--- src/rtl/sspl_pkg.sv ---
// Package with the constants shared by both ends of the synthesizer loader link.
package sspl_pkg;
    localparam int SSPL_REF_BITS = 14;
    localparam int SSPL_MAIN_BITS = 10;
    localparam int SSPL_SWAL_BITS = 7;
    localparam int SSPL_WORD_BITS = SSPL_REF_BITS + SSPL_MAIN_BITS + SSPL_SWAL_BITS + 1;
    localparam logic [2:0] SSPL_ADDR = 3'h2;
    localparam logic [5:0] SSPL_CNT_W = 6'h06;
    // Controller register offsets on its Wishbone port.
    localparam logic [3:0] SSPL_OFS_REF = 4'h0;
    localparam logic [3:0] SSPL_OFS_MAIN = 4'h4;
    localparam logic [3:0] SSPL_OFS_SWAL = 4'h8;
    localparam logic [3:0] SSPL_OFS_CTRL = 4'hC;
    localparam logic [4:0] SSPL_REG_STAT = 5'h10;
    localparam logic [4:0] SSPL_REG_MASK = 5'h14;
    // Control register: bit 0 start, bits 3:1 select lines, bit 4 control bit value.
    localparam int SSPL_CTRL_GO = 0;
    localparam int SSPL_CTRL_CB = 4;
    // Status bits: 0 word done, 1 lock lost, 2 lock gained.
    localparam int SSPL_ST_DONE = 0;
    localparam int SSPL_ST_LOST = 1;
    localparam int SSPL_ST_GAIN = 2;
    localparam logic [7:0] SSPL_HALF_DIV = 8'h04;
    typedef enum logic [2:0] {
        SSPL_IDLE = 3'b000,
        SSPL_LOW = 3'b001,
        SSPL_HIGH = 3'b010,
        SSPL_STROBE = 3'b011,
        SSPL_GAP = 3'b100
    } sspl_state_e;
endpackage
--- src/rtl/sspl_link_if.sv ---
// Interface carrying the select, clock, data, strobe and lock lines between both ends.
`timescale 1ns/1ps
`default_nettype none
interface sspl_link_if;
    logic [2:0] module_select_lines;
    logic ser_clk;
    logic ser_data;
    logic latch_strobe;
    logic lock_detect;
    modport controller (output module_select_lines, ser_clk, ser_data, latch_strobe,
        input lock_detect);
    modport device (input module_select_lines, ser_clk, ser_data, latch_strobe,
        output lock_detect);
endinterface
`default_nettype wire

--- src/rtl/sspl_controller.sv ---
// Controller end: Wishbone registers, serial word sender and word-done and lock-status interrupt.
`timescale 1ns/1ps
`default_nettype none
module sspl_controller
    import sspl_pkg::*;
(
    input wire logic CLOCK,
    input wire logic RST,
    input wire logic WB_CYC_I,
    input wire logic WB_STB_I,
    input wire logic WB_WE_I,
    input wire logic [4:0] WB_ADR_I,
    input wire logic [3:0] WB_SEL_I,
    input wire logic [31:0] WB_DAT_I,
    output logic [31:0] WB_DAT_O,
    output logic WB_ACK_O,
    output logic IRQ,
    sspl_link_if.controller LINK
);
    typedef struct packed {
        sspl_state_e st;
        logic [SSPL_REF_BITS-1:0] ref_v;
        logic [SSPL_MAIN_BITS-1:0] main_v;
        logic [SSPL_SWAL_BITS-1:0] swal_v;
        logic [2:0] sel;
        logic cbit;
        logic [2:0] stat;
        logic [2:0] mask;
        logic [SSPL_WORD_BITS-1:0] word;
        logic [5:0] cnt;
        logic [7:0] div;
        logic [1:0] lock_s;
        logic lock_prev;
        logic ack;
        logic [31:0] dat;
        logic sclk;
        logic sdat;
        logic stb;
    } sspl_ctl_s;

    sspl_ctl_s r;
    sspl_ctl_s next_r;
    logic wr;
    logic rd;
    logic tick;
    logic [2:0] ev;

    // Register decode shared by every write of the bus; reads decode the address in their own case.
    function automatic logic reg_hit(input logic [4:0] adr, input logic [4:0] ofs);
        reg_hit = (adr == ofs);
    endfunction

    always_comb
    begin
        next_r = r;
        // Writes need the low byte lane, which also gates the upper bits of the 14-bit ref and 10-bit main fields.
        wr = WB_CYC_I & WB_STB_I & WB_WE_I & ~r.ack & WB_SEL_I[0];
        rd = WB_CYC_I & WB_STB_I & ~r.ack;
        // Ack rises one cycle after the request and never twice in a row.
        next_r.ack = WB_CYC_I & WB_STB_I & ~r.ack;
        // The lock flag comes from the far end, so it passes two flops first.
        next_r.lock_s = {r.lock_s[0], LINK.lock_detect};
        next_r.lock_prev = r.lock_s[1];
        // The divider paces each half period of the serial clock.
        tick = (r.div == SSPL_HALF_DIV);
        next_r.div = tick ? 8'h00 : r.div + 8'h01;
        ev = 3'b000;
        ev[SSPL_ST_LOST] = r.lock_prev & ~r.lock_s[1];
        ev[SSPL_ST_GAIN] = ~r.lock_prev & r.lock_s[1];
        case (r.st)
            SSPL_IDLE:
            begin
                next_r.sclk = 1'b0;
                next_r.stb = 1'b0;
                // The word is frozen here so later register writes cannot tear it.
                if (wr && reg_hit(WB_ADR_I, {1'b0, SSPL_OFS_CTRL}) && WB_DAT_I[SSPL_CTRL_GO])
                begin
                    next_r.sel = WB_DAT_I[3:1];
                    next_r.word = {r.ref_v, r.main_v, r.swal_v, WB_DAT_I[SSPL_CTRL_CB]};
                    next_r.cnt = 6'(SSPL_WORD_BITS);
                    next_r.div = 8'h00;
                    next_r.st = SSPL_LOW;
                end
            end
            SSPL_LOW:
            begin
                next_r.sdat = r.word[SSPL_WORD_BITS-1];
                if (tick)
                begin
                    next_r.sclk = 1'b1;
                    next_r.st = SSPL_HIGH;
                end
            end
            SSPL_HIGH:
            begin
                if (tick)
                begin
                    next_r.sclk = 1'b0;
                    next_r.word = {r.word[SSPL_WORD_BITS-2:0], 1'b0};
                    next_r.cnt = r.cnt - 6'h01;
                    next_r.st = (r.cnt == 6'h01) ? SSPL_STROBE : SSPL_LOW;
                end
            end
            SSPL_STROBE:
            begin
                // The strobe rises only after the last falling clock edge.
                if (tick)
                begin
                    next_r.stb = ~r.stb;
                    next_r.st = r.stb ? SSPL_GAP : SSPL_STROBE;
                end
            end
            SSPL_GAP:
            begin
                // Select stays up through the strobe and drops a half period later.
                if (tick)
                begin
                    next_r.sel = 3'h0;
                    next_r.st = SSPL_IDLE;
                end
            end
            default: next_r.st = SSPL_IDLE;
        endcase
        // Word sent is flagged as the select lines drop.
        if (r.st == SSPL_GAP && tick)
        begin
            ev[SSPL_ST_DONE] = 1'b1;
        end
        if (wr && reg_hit(WB_ADR_I, {1'b0, SSPL_OFS_REF}))
        begin
            next_r.ref_v = WB_DAT_I[SSPL_REF_BITS-1:0];
        end
        if (wr && reg_hit(WB_ADR_I, {1'b0, SSPL_OFS_MAIN}))
        begin
            next_r.main_v = WB_DAT_I[SSPL_MAIN_BITS-1:0];
        end
        if (wr && reg_hit(WB_ADR_I, {1'b0, SSPL_OFS_SWAL}))
        begin
            next_r.swal_v = WB_DAT_I[SSPL_SWAL_BITS-1:0];
        end
        if (wr && reg_hit(WB_ADR_I, SSPL_REG_MASK))
        begin
            next_r.mask = WB_DAT_I[2:0];
        end
        // A new event wins over a clear in the same cycle.
        next_r.stat = r.stat;
        if (wr && reg_hit(WB_ADR_I, SSPL_REG_STAT))
        begin
            next_r.stat = r.stat & ~WB_DAT_I[2:0];
        end
        next_r.stat = next_r.stat | ev;
        // Unmapped addresses read as zero.
        next_r.dat = 32'h0000_0000;
        if (rd)
        begin
            case (WB_ADR_I)
                {1'b0, SSPL_OFS_REF}: next_r.dat = {18'h0, r.ref_v};
                {1'b0, SSPL_OFS_MAIN}: next_r.dat = {22'h0, r.main_v};
                {1'b0, SSPL_OFS_SWAL}: next_r.dat = {25'h0, r.swal_v};
                {1'b0, SSPL_OFS_CTRL}: next_r.dat = {26'h0, r.lock_s[1], 1'b0, r.sel,
                    r.st != SSPL_IDLE};
                SSPL_REG_STAT: next_r.dat = {29'h0, r.stat};
                SSPL_REG_MASK: next_r.dat = {29'h0, r.mask};
                default: next_r.dat = 32'h0000_0000;
            endcase
        end
    end

    // Reset clears every register, which idles the link with select 000.
    always_ff @(posedge CLOCK)
    begin
        if (RST)
        begin
            r <= '0;
        end
        else
        begin
            r <= next_r;
        end
    end

    assign WB_ACK_O = r.ack;
    assign WB_DAT_O = r.dat;
    // The interrupt is a level while any unmasked status bit is set.
    assign IRQ = |(r.stat & r.mask);
    assign LINK.module_select_lines = r.sel;
    assign LINK.ser_clk = r.sclk;
    assign LINK.ser_data = r.sdat;
    assign LINK.latch_strobe = r.stb;
endmodule // sspl_controller
`default_nettype wire

--- src/flat_wrapper.sv ---
// flat-port wrapper written by rule: the top's interface ports become plain ports
module sspl_controller_flat import sspl_pkg::*;
  (CLOCK, RST, WB_CYC_I, WB_STB_I, WB_WE_I, WB_ADR_I, WB_SEL_I, WB_DAT_I, WB_DAT_O, WB_ACK_O, IRQ, LINK_module_select_lines, LINK_ser_clk, LINK_ser_data, LINK_latch_strobe, LINK_lock_detect);
  sspl_link_if LINK_i ();
  input wire logic CLOCK;
  input wire logic RST;
  input wire logic WB_CYC_I;
  input wire logic WB_STB_I;
  input wire logic WB_WE_I;
  input wire logic [4:0] WB_ADR_I;
  input wire logic [3:0] WB_SEL_I;
  input wire logic [31:0] WB_DAT_I;
  output logic [31:0] WB_DAT_O;
  output logic WB_ACK_O;
  output logic IRQ;
  output wire logic [$bits(LINK_i.module_select_lines)-1:0] LINK_module_select_lines;
  output wire logic [$bits(LINK_i.ser_clk)-1:0] LINK_ser_clk;
  output wire logic [$bits(LINK_i.ser_data)-1:0] LINK_ser_data;
  output wire logic [$bits(LINK_i.latch_strobe)-1:0] LINK_latch_strobe;
  input wire logic [$bits(LINK_i.lock_detect)-1:0] LINK_lock_detect;
  assign LINK_module_select_lines = LINK_i.module_select_lines;
  assign LINK_ser_clk = LINK_i.ser_clk;
  assign LINK_ser_data = LINK_i.ser_data;
  assign LINK_latch_strobe = LINK_i.latch_strobe;
  assign LINK_i.lock_detect = LINK_lock_detect;
  sspl_controller u_core (.CLOCK(CLOCK), .RST(RST), .WB_CYC_I(WB_CYC_I), .WB_STB_I(WB_STB_I), .WB_WE_I(WB_WE_I), .WB_ADR_I(WB_ADR_I), .WB_SEL_I(WB_SEL_I), .WB_DAT_I(WB_DAT_I), .WB_DAT_O(WB_DAT_O), .WB_ACK_O(WB_ACK_O), .IRQ(IRQ), .LINK(LINK_i));
endmodule
--- config.mk ---
export PLATFORM = sky130hd
export DESIGN_NAME = sspl_controller_flat
export DESIGN_NICKNAME = d
export VERILOG_FILES = /design/src/rtl/sspl_pkg.sv /design/src/rtl/sspl_link_if.sv /design/src/rtl/sspl_controller.sv /design/src/flat_wrapper.sv
export SDC_FILE = /design/constraint.sdc
export NUM_CORES = 1
export LEC_CHECK = 0
export BUFFER_PORTS_ARGS = -buffer_cell sky130_fd_sc_hd__buf_2
export CORE_MARGIN = 10
export CORE_UTILIZATION = 37
export CTS_CLUSTER_SIZE = 8
export DETAILED_ROUTE_END_ITERATION = 8
export HOLD_SLACK_MARGIN = 0.03
export MAX_ROUTING_LAYER = met4
export PLACE_DENSITY = 0.53
export SYNTH_ARGS = -nofsm -noshare
export SYNTH_HDL_FRONTEND = slang
export SYNTH_SLANG_ARGS = --single-unit
--- constraint.sdc ---
create_clock -name CLOCK -period 4.2 [get_ports CLOCK]
set_clock_uncertainty 0.05 [all_clocks]
set_input_delay 0.84 -clock CLOCK [delete_from_list [all_inputs] [get_ports CLOCK]]
set_output_delay 0.84 -clock CLOCK [all_outputs]
set_load 0.01 [all_outputs]
Word-level counts from Yosys, hierarchy flattened:

Cells that the tools add are included.

* add/sub/neg operators: 2
* eq/ne operators: 16
* muxes and demuxes: 23
* bitwise operators: 16
* reduce and logical (&&, ||, !) cells: 22

Operators with widths (count)
* 14-bit case mux with 6 select lines: 1
* 38-bit case mux with 2 select lines: 1
* 46-bit two-way mux: 1
* 38-bit two-way mux: 1
* 3-bit two-way mux: 8
* 8-bit two-way mux: 2
* 3-bit case mux with 5 select lines: 1
* 5-bit by 4-bit equality test with 1-bit output, second input constant: 2
* 5-bit equality test, second input constant: 2
* 2-bit by 1-bit inequality test with 1-bit output, second input constant: 5
* 3-bit AND reduction: 3
* 8-bit by 1-bit adder with 8-bit output, second input constant: 1
* 8-bit by 3-bit equality test with 1-bit output, second input constant: 1
* 1-bit logical AND: 8
* 1-bit bitwise AND: 7
* 3-bit bitwise AND: 2
* 3-bit by 2-bit equality test with 1-bit output, second input constant: 2
* 6-bit by 1-bit equality test with 1-bit output, second input constant: 1
* 3-bit case mux with 2 select lines: 1
* 2-bit nonzero test: 3
* 3-bit nonzero test: 2
* 6-bit by 1-bit subtractor with 6-bit output, second input constant: 1
* 5-bit by 3-bit equality test with 1-bit output, second input constant: 1
* 5-bit logical NOT: 1
* 14 further kinds: 21

* register bits after elaboration: 128
* input bits: 47
* output and inout port bits: 40
* word-level logic and storage cells: 96

Depth between registers and ports, before layout:

* word-level depth: 8
* gate-level depth with buffers: 9
* gate-level depth less buffers: 7

Worst setup path after synthesis:

Ideal clock, no wire load.

* kind: input -> register
* start: input port WB_ADR_I[4]
* end: register u_core.r[75] (netlist bit)
* setup time: 137 ps
* arrival: 2164 ps
* data required time: 4013 ps
* setup slack: 1849 ps
* stages on the path: 7
* buffers on the path: 2
* cell sequence: buf_4 nor4b_4 and4_1 a21oi_2 buf_6 a221oi_2 nor3_2

* cells in the longest elaborated chain, start to end: 5

RTL lines
* start, declared: RTL line flat_wrapper.sv:10 `input wire logic [4:0] WB_ADR_I;`
* 5-bit by 4-bit equality test with 1-bit output: RTL line sspl_controller.sv:50 `reg_hit = (adr == ofs);`
* 1-bit logical AND (2 in a row): RTL line sspl_controller.sv:76 `if (wr && reg_hit(WB_ADR_I, {1'b0, SSPL_OFS_CTRL}) && WB_DAT_I[SSPL_CTRL_GO])`
* 2-bit by 1-bit inequality test with 1-bit output (no line)
* 3-bit AND reduction (no line)
* end signal, assigned: RTL line sspl_controller.sv:178 `r <= next_r;`
* end, declared: RTL line sspl_controller.sv:41 `sspl_ctl_s r;`

Every way passes these cells.
A chain may end at the register's enable or synchronous reset.

Final worst setup path:

* start: register u_core.r[127] (netlist bit)
* end: register u_core.r[53] (netlist bit)

* cells in the longest elaborated chain, start to end: 3
* elaborated cells between the ends (all ways): 7
* those cells by class: eq/ne (3); mux (1); reduce/logical (3)

RTL lines
* 3-bit by 2-bit equality test with 1-bit output / 3-bit logical NOT (equally long branches): RTL line sspl_controller.sv:70 `case (r.st)`
* 2-bit by 1-bit inequality test with 1-bit output (no line) / 2-bit nonzero test (equally long branches)
* 3-bit AND reduction (no line)

Several ways; a longest one is shown, not always the timed one.

==> impl_metrics.json <==
{
  "firstDrtPassIters": 5,
  "grt_pass1_vias": 3903,
  "rr_worst_depth": 6,
  "track_usage_pct": 13.3,
  "critPathMaxFanout": 21,
  "synth_fa_ha_area_share_pct": 0.969,
  "clock_latency_ns": 0.34,
  "cts_setup_buffers": 0,
  "worst_setup_path_start_kind": "flop",
  "relSlewSlack_pct": 38.6,
  "cap_violations": 0,
  "hpwlAfterDp_mm": 8.87,
  "place_ws_ns": 1.11,
  "regArea_mm2": 0.00220,
  "synth-async-reset-ratio_pct": 0,
  "synth_top_family_by_area": "simple AND/OR/NAND/NOR gates",
  "ant_nets": 0,
  "drtIter0Drc": 364,
  "clkTransAtPathRegs_ns": 0.07,
  "tightest_slew_ns": 0.914,
  "viasPerCell": 5.34,
  "synth_seq_cells": 110,
  "post-place-cells": 744,
  "maxSlewViolCount": 0,
  "fin_crit_ns": 2.72,
  "fmax_mhz": 367,
  "drc": 0,
  "yosysMostFrequentCell": "dfxtp_1",
  "power.leakage_nw": 2.11,
  "yosys.area.top_type": "dfxtp_1",
  "grt_pass1_wl_mm": 20.8,
  "cts_tree": "done",
  "endpoint": "u_core.r[53]",
  "synth.avg_cell_area_um2": 9.19,
  "ys_top_cells_by_area": "dfxtp_1 (43%), a221oi_2 (7.0%), buf_4 (5.2%), nor2_1 (5.2%), a21oi_1 (4.1%)",
  "boundaryPins": 87,
  "cts_buffer_depth": 2,
  "antenna_found_initial": 0,
  "holdBufCountCts": 0,
  "grt_max_degree": 76,
  "synth_area_mm2": 0.00517,
  "ys.flop_type": "dfxtp_1",
  "h-tree-depth": 3,
  "fin_nets": 626,
  "peakVddDrop_uv": 205,
  "rows": 43,
  "vias": 4053,
  "power_density_mw_per_mm2": 358,
  "die_x_um": 138,
  "synth_compound_area_share_pct": 17.8,
  "timing.rr.end": "u_core.r[53]",
  "worstPathRequired_ns": 4.42,
  "synthTopCellsByCount": "dfxtp_1 (110), nor2_1 (71), nand2_1 (53)",
  "synth_simple_gate_area_share_pct": 24.2,
  "outcome": "completed",
  "synth.top_cell.area_share_pct": 42.6,
  "crit_type": "reg2reg",
  "cts_resized": 0,
  "reg2reg_slack_ns": 1.48,
  "endpoint_kind": "flop",
  "final-setup-viol-count": 0,
  "synthDistinctLibCells": 54,
  "die_h_um": 138,
  "timing.setup.tns_ns": 0,
  "wl_mm": 12.8,
  "rsz0062_at_grt": "false",
  "hold_viol": 0,
  "gp_congestion": 0.825,
  "numClockSinks": 110,
  "post-route-worst-setup-slack_ns": 1.48,
  "instances_no_fill": 759,
  "grt_overflow": 0,
  "num_antenna_cells": 0,
  "cts_buffers": 9,
  "start_util_pct": 37.5,
  "die_area_mm2": 0.0191,
  "synthMuxAreaShare_pct": 3.10,
  "portBuffers": 47,
  "cp_data_arrival_time_ns": 2.94,
  "clockRootBuffer": "clkbuf_16",
  "ys_seq_area_share_pct": 42.6,
  "ys_warn_count": 0,
  "area_growth_pct": 8.21,
  "core_mm2": 0.0138,
  "critPathLaunch": "u_core.r[127]",
  "min_path_type": "reg2reg",
  "fin_crit_sh_pct": 64.9,
  "synth-edff-count": 0,
  "multi_input_area_mm2": 0.00252,
  "wire_per_inst_um": 16.9,
  "yosys.area_share.xor_xnor_pct": 1.02,
  "r2r-start": "u_core.r[127]",
  "fillerInstances": 1430,
  "syn_inst": 562,
  "drive_gt1_share_pct": 22.1
}
## how the worst min path moves through the flow
stage                       from                 to  slack [ns]  cells past startpoint
6_report       u_core.next_r[38]  u_core.next_r[36]        0.39                      1
5_1_grt        u_core.next_r[38]  u_core.next_r[36]        0.41                      1
4_1_cts        u_core.next_r[38]  u_core.next_r[36]        0.40                      1
3_5_place_dp   u_core.next_r[38]  u_core.next_r[36]        0.38                      1
3_3_place_gp   u_core.next_r[38]  u_core.next_r[36]        0.38                      1
2_1_floorplan  u_core.next_r[38]  u_core.next_r[36]        0.36                      1
## through the flow
stage	total power [mW]	hold WS (ns)	cell area, um2	util (%)
2_1_floorplan	1.14	0.364	5230	-
3_3_place_gp	1.16	0.382	5290	38.4
3_5_place_dp	1.16	0.382	5290	38.4
4_1_cts	2.02	0.400	5590	40.6
5_1_grt	2.07	0.414	5590	40.6
6_report	2.00	0.394	5590	40.6
## flip-flops by register name, summed over array words and instances (netlist names)
signal                           count
u_core.WB_DAT_O                     14
u_core.next_r                        2
u_core.LINK.module_select_lines      3
u_core.WB_ACK_O                      1
u_core.LINK.latch_strobe             1
u_core.r                            87
u_core.LINK.ser_clk                  1
u_core.LINK.ser_data                 1
## report_power, final
part	switching [mW]	internal [mW]	leakage [nW]
Sequential	0.00566	1.05	0.887
Combinational	0.0593	0.0236	1.08
Clock	0.384	0.481	0.146
## routing by layer
layer | global-route usage [%] | up-vias | wire, um
li1 | - | 1962 | -
met1 | 16.6 | 1988 | 6000
met2 | 21.6 | 99 | 6130
met3 | 3.08 | 4 | 611
met4 | 2.72 | 0 | 66
met5 | - | - | 0
## worst max-delay path, cell delays in order (launching register included)
cell	delay (ns)
dfxtp_1	0.64
or3b_2	0.58
nor3_4	0.29
a21o_1	0.46
buf_4	0.36
nand3_1	0.12
a21oi_1	0.14
## layout by cell type, fill, tap and decap left out, drive strengths merged, types with 3 or more instances in the layout
cell | Yosys | routed
and2 | 5 | 5
a221oi | 32 | 32
nand3b | 3 | 3
mux2i | 16 | 16
dfxtp | 110 | 110
nor3 | 41 | 41
a222oi | 5 | 5
clkbuf | 20 | 11
a22oi | 10 | 10
buf | 52 | 57
nor2 | 74 | 74
a21oi | 43 | 43
conb | 1 | 18
ha | 4 | 4
nor4 | 4 | 4
nor2b | 8 | 8
and3 | 8 | 8
or2 | 3 | 3
nand2 | 53 | 53
inv | 9 | 10
o21ai | 14 | 14
xor2 | 3 | 3
nand2b | 3 | 3
nand3 | 17 | 17
xnor2 | 3 | 3
## final cells by class
cell class | count | area share (%)
repair buffers | 57 | 5.59
clock inverters | 4 | 1.01
well taps | 180 | 4.03
multi-input cells | 388 | 45.0
clock buffers | 11 | 4.34
inverters | 9 | 0.604
flip-flops and latches | 110 | 39.4
## logic make-up after synthesis
logic type	after synthesis
AO/OA/AOI/OAI	113
XOR/XNOR	6
adder cells (fa/ha/maj)	4
buffers and inverters	81
flip-flops	110
multiplexers	16
other	1
AND/OR/NAND/NOR	231
(Power assumes the default switching activity.)
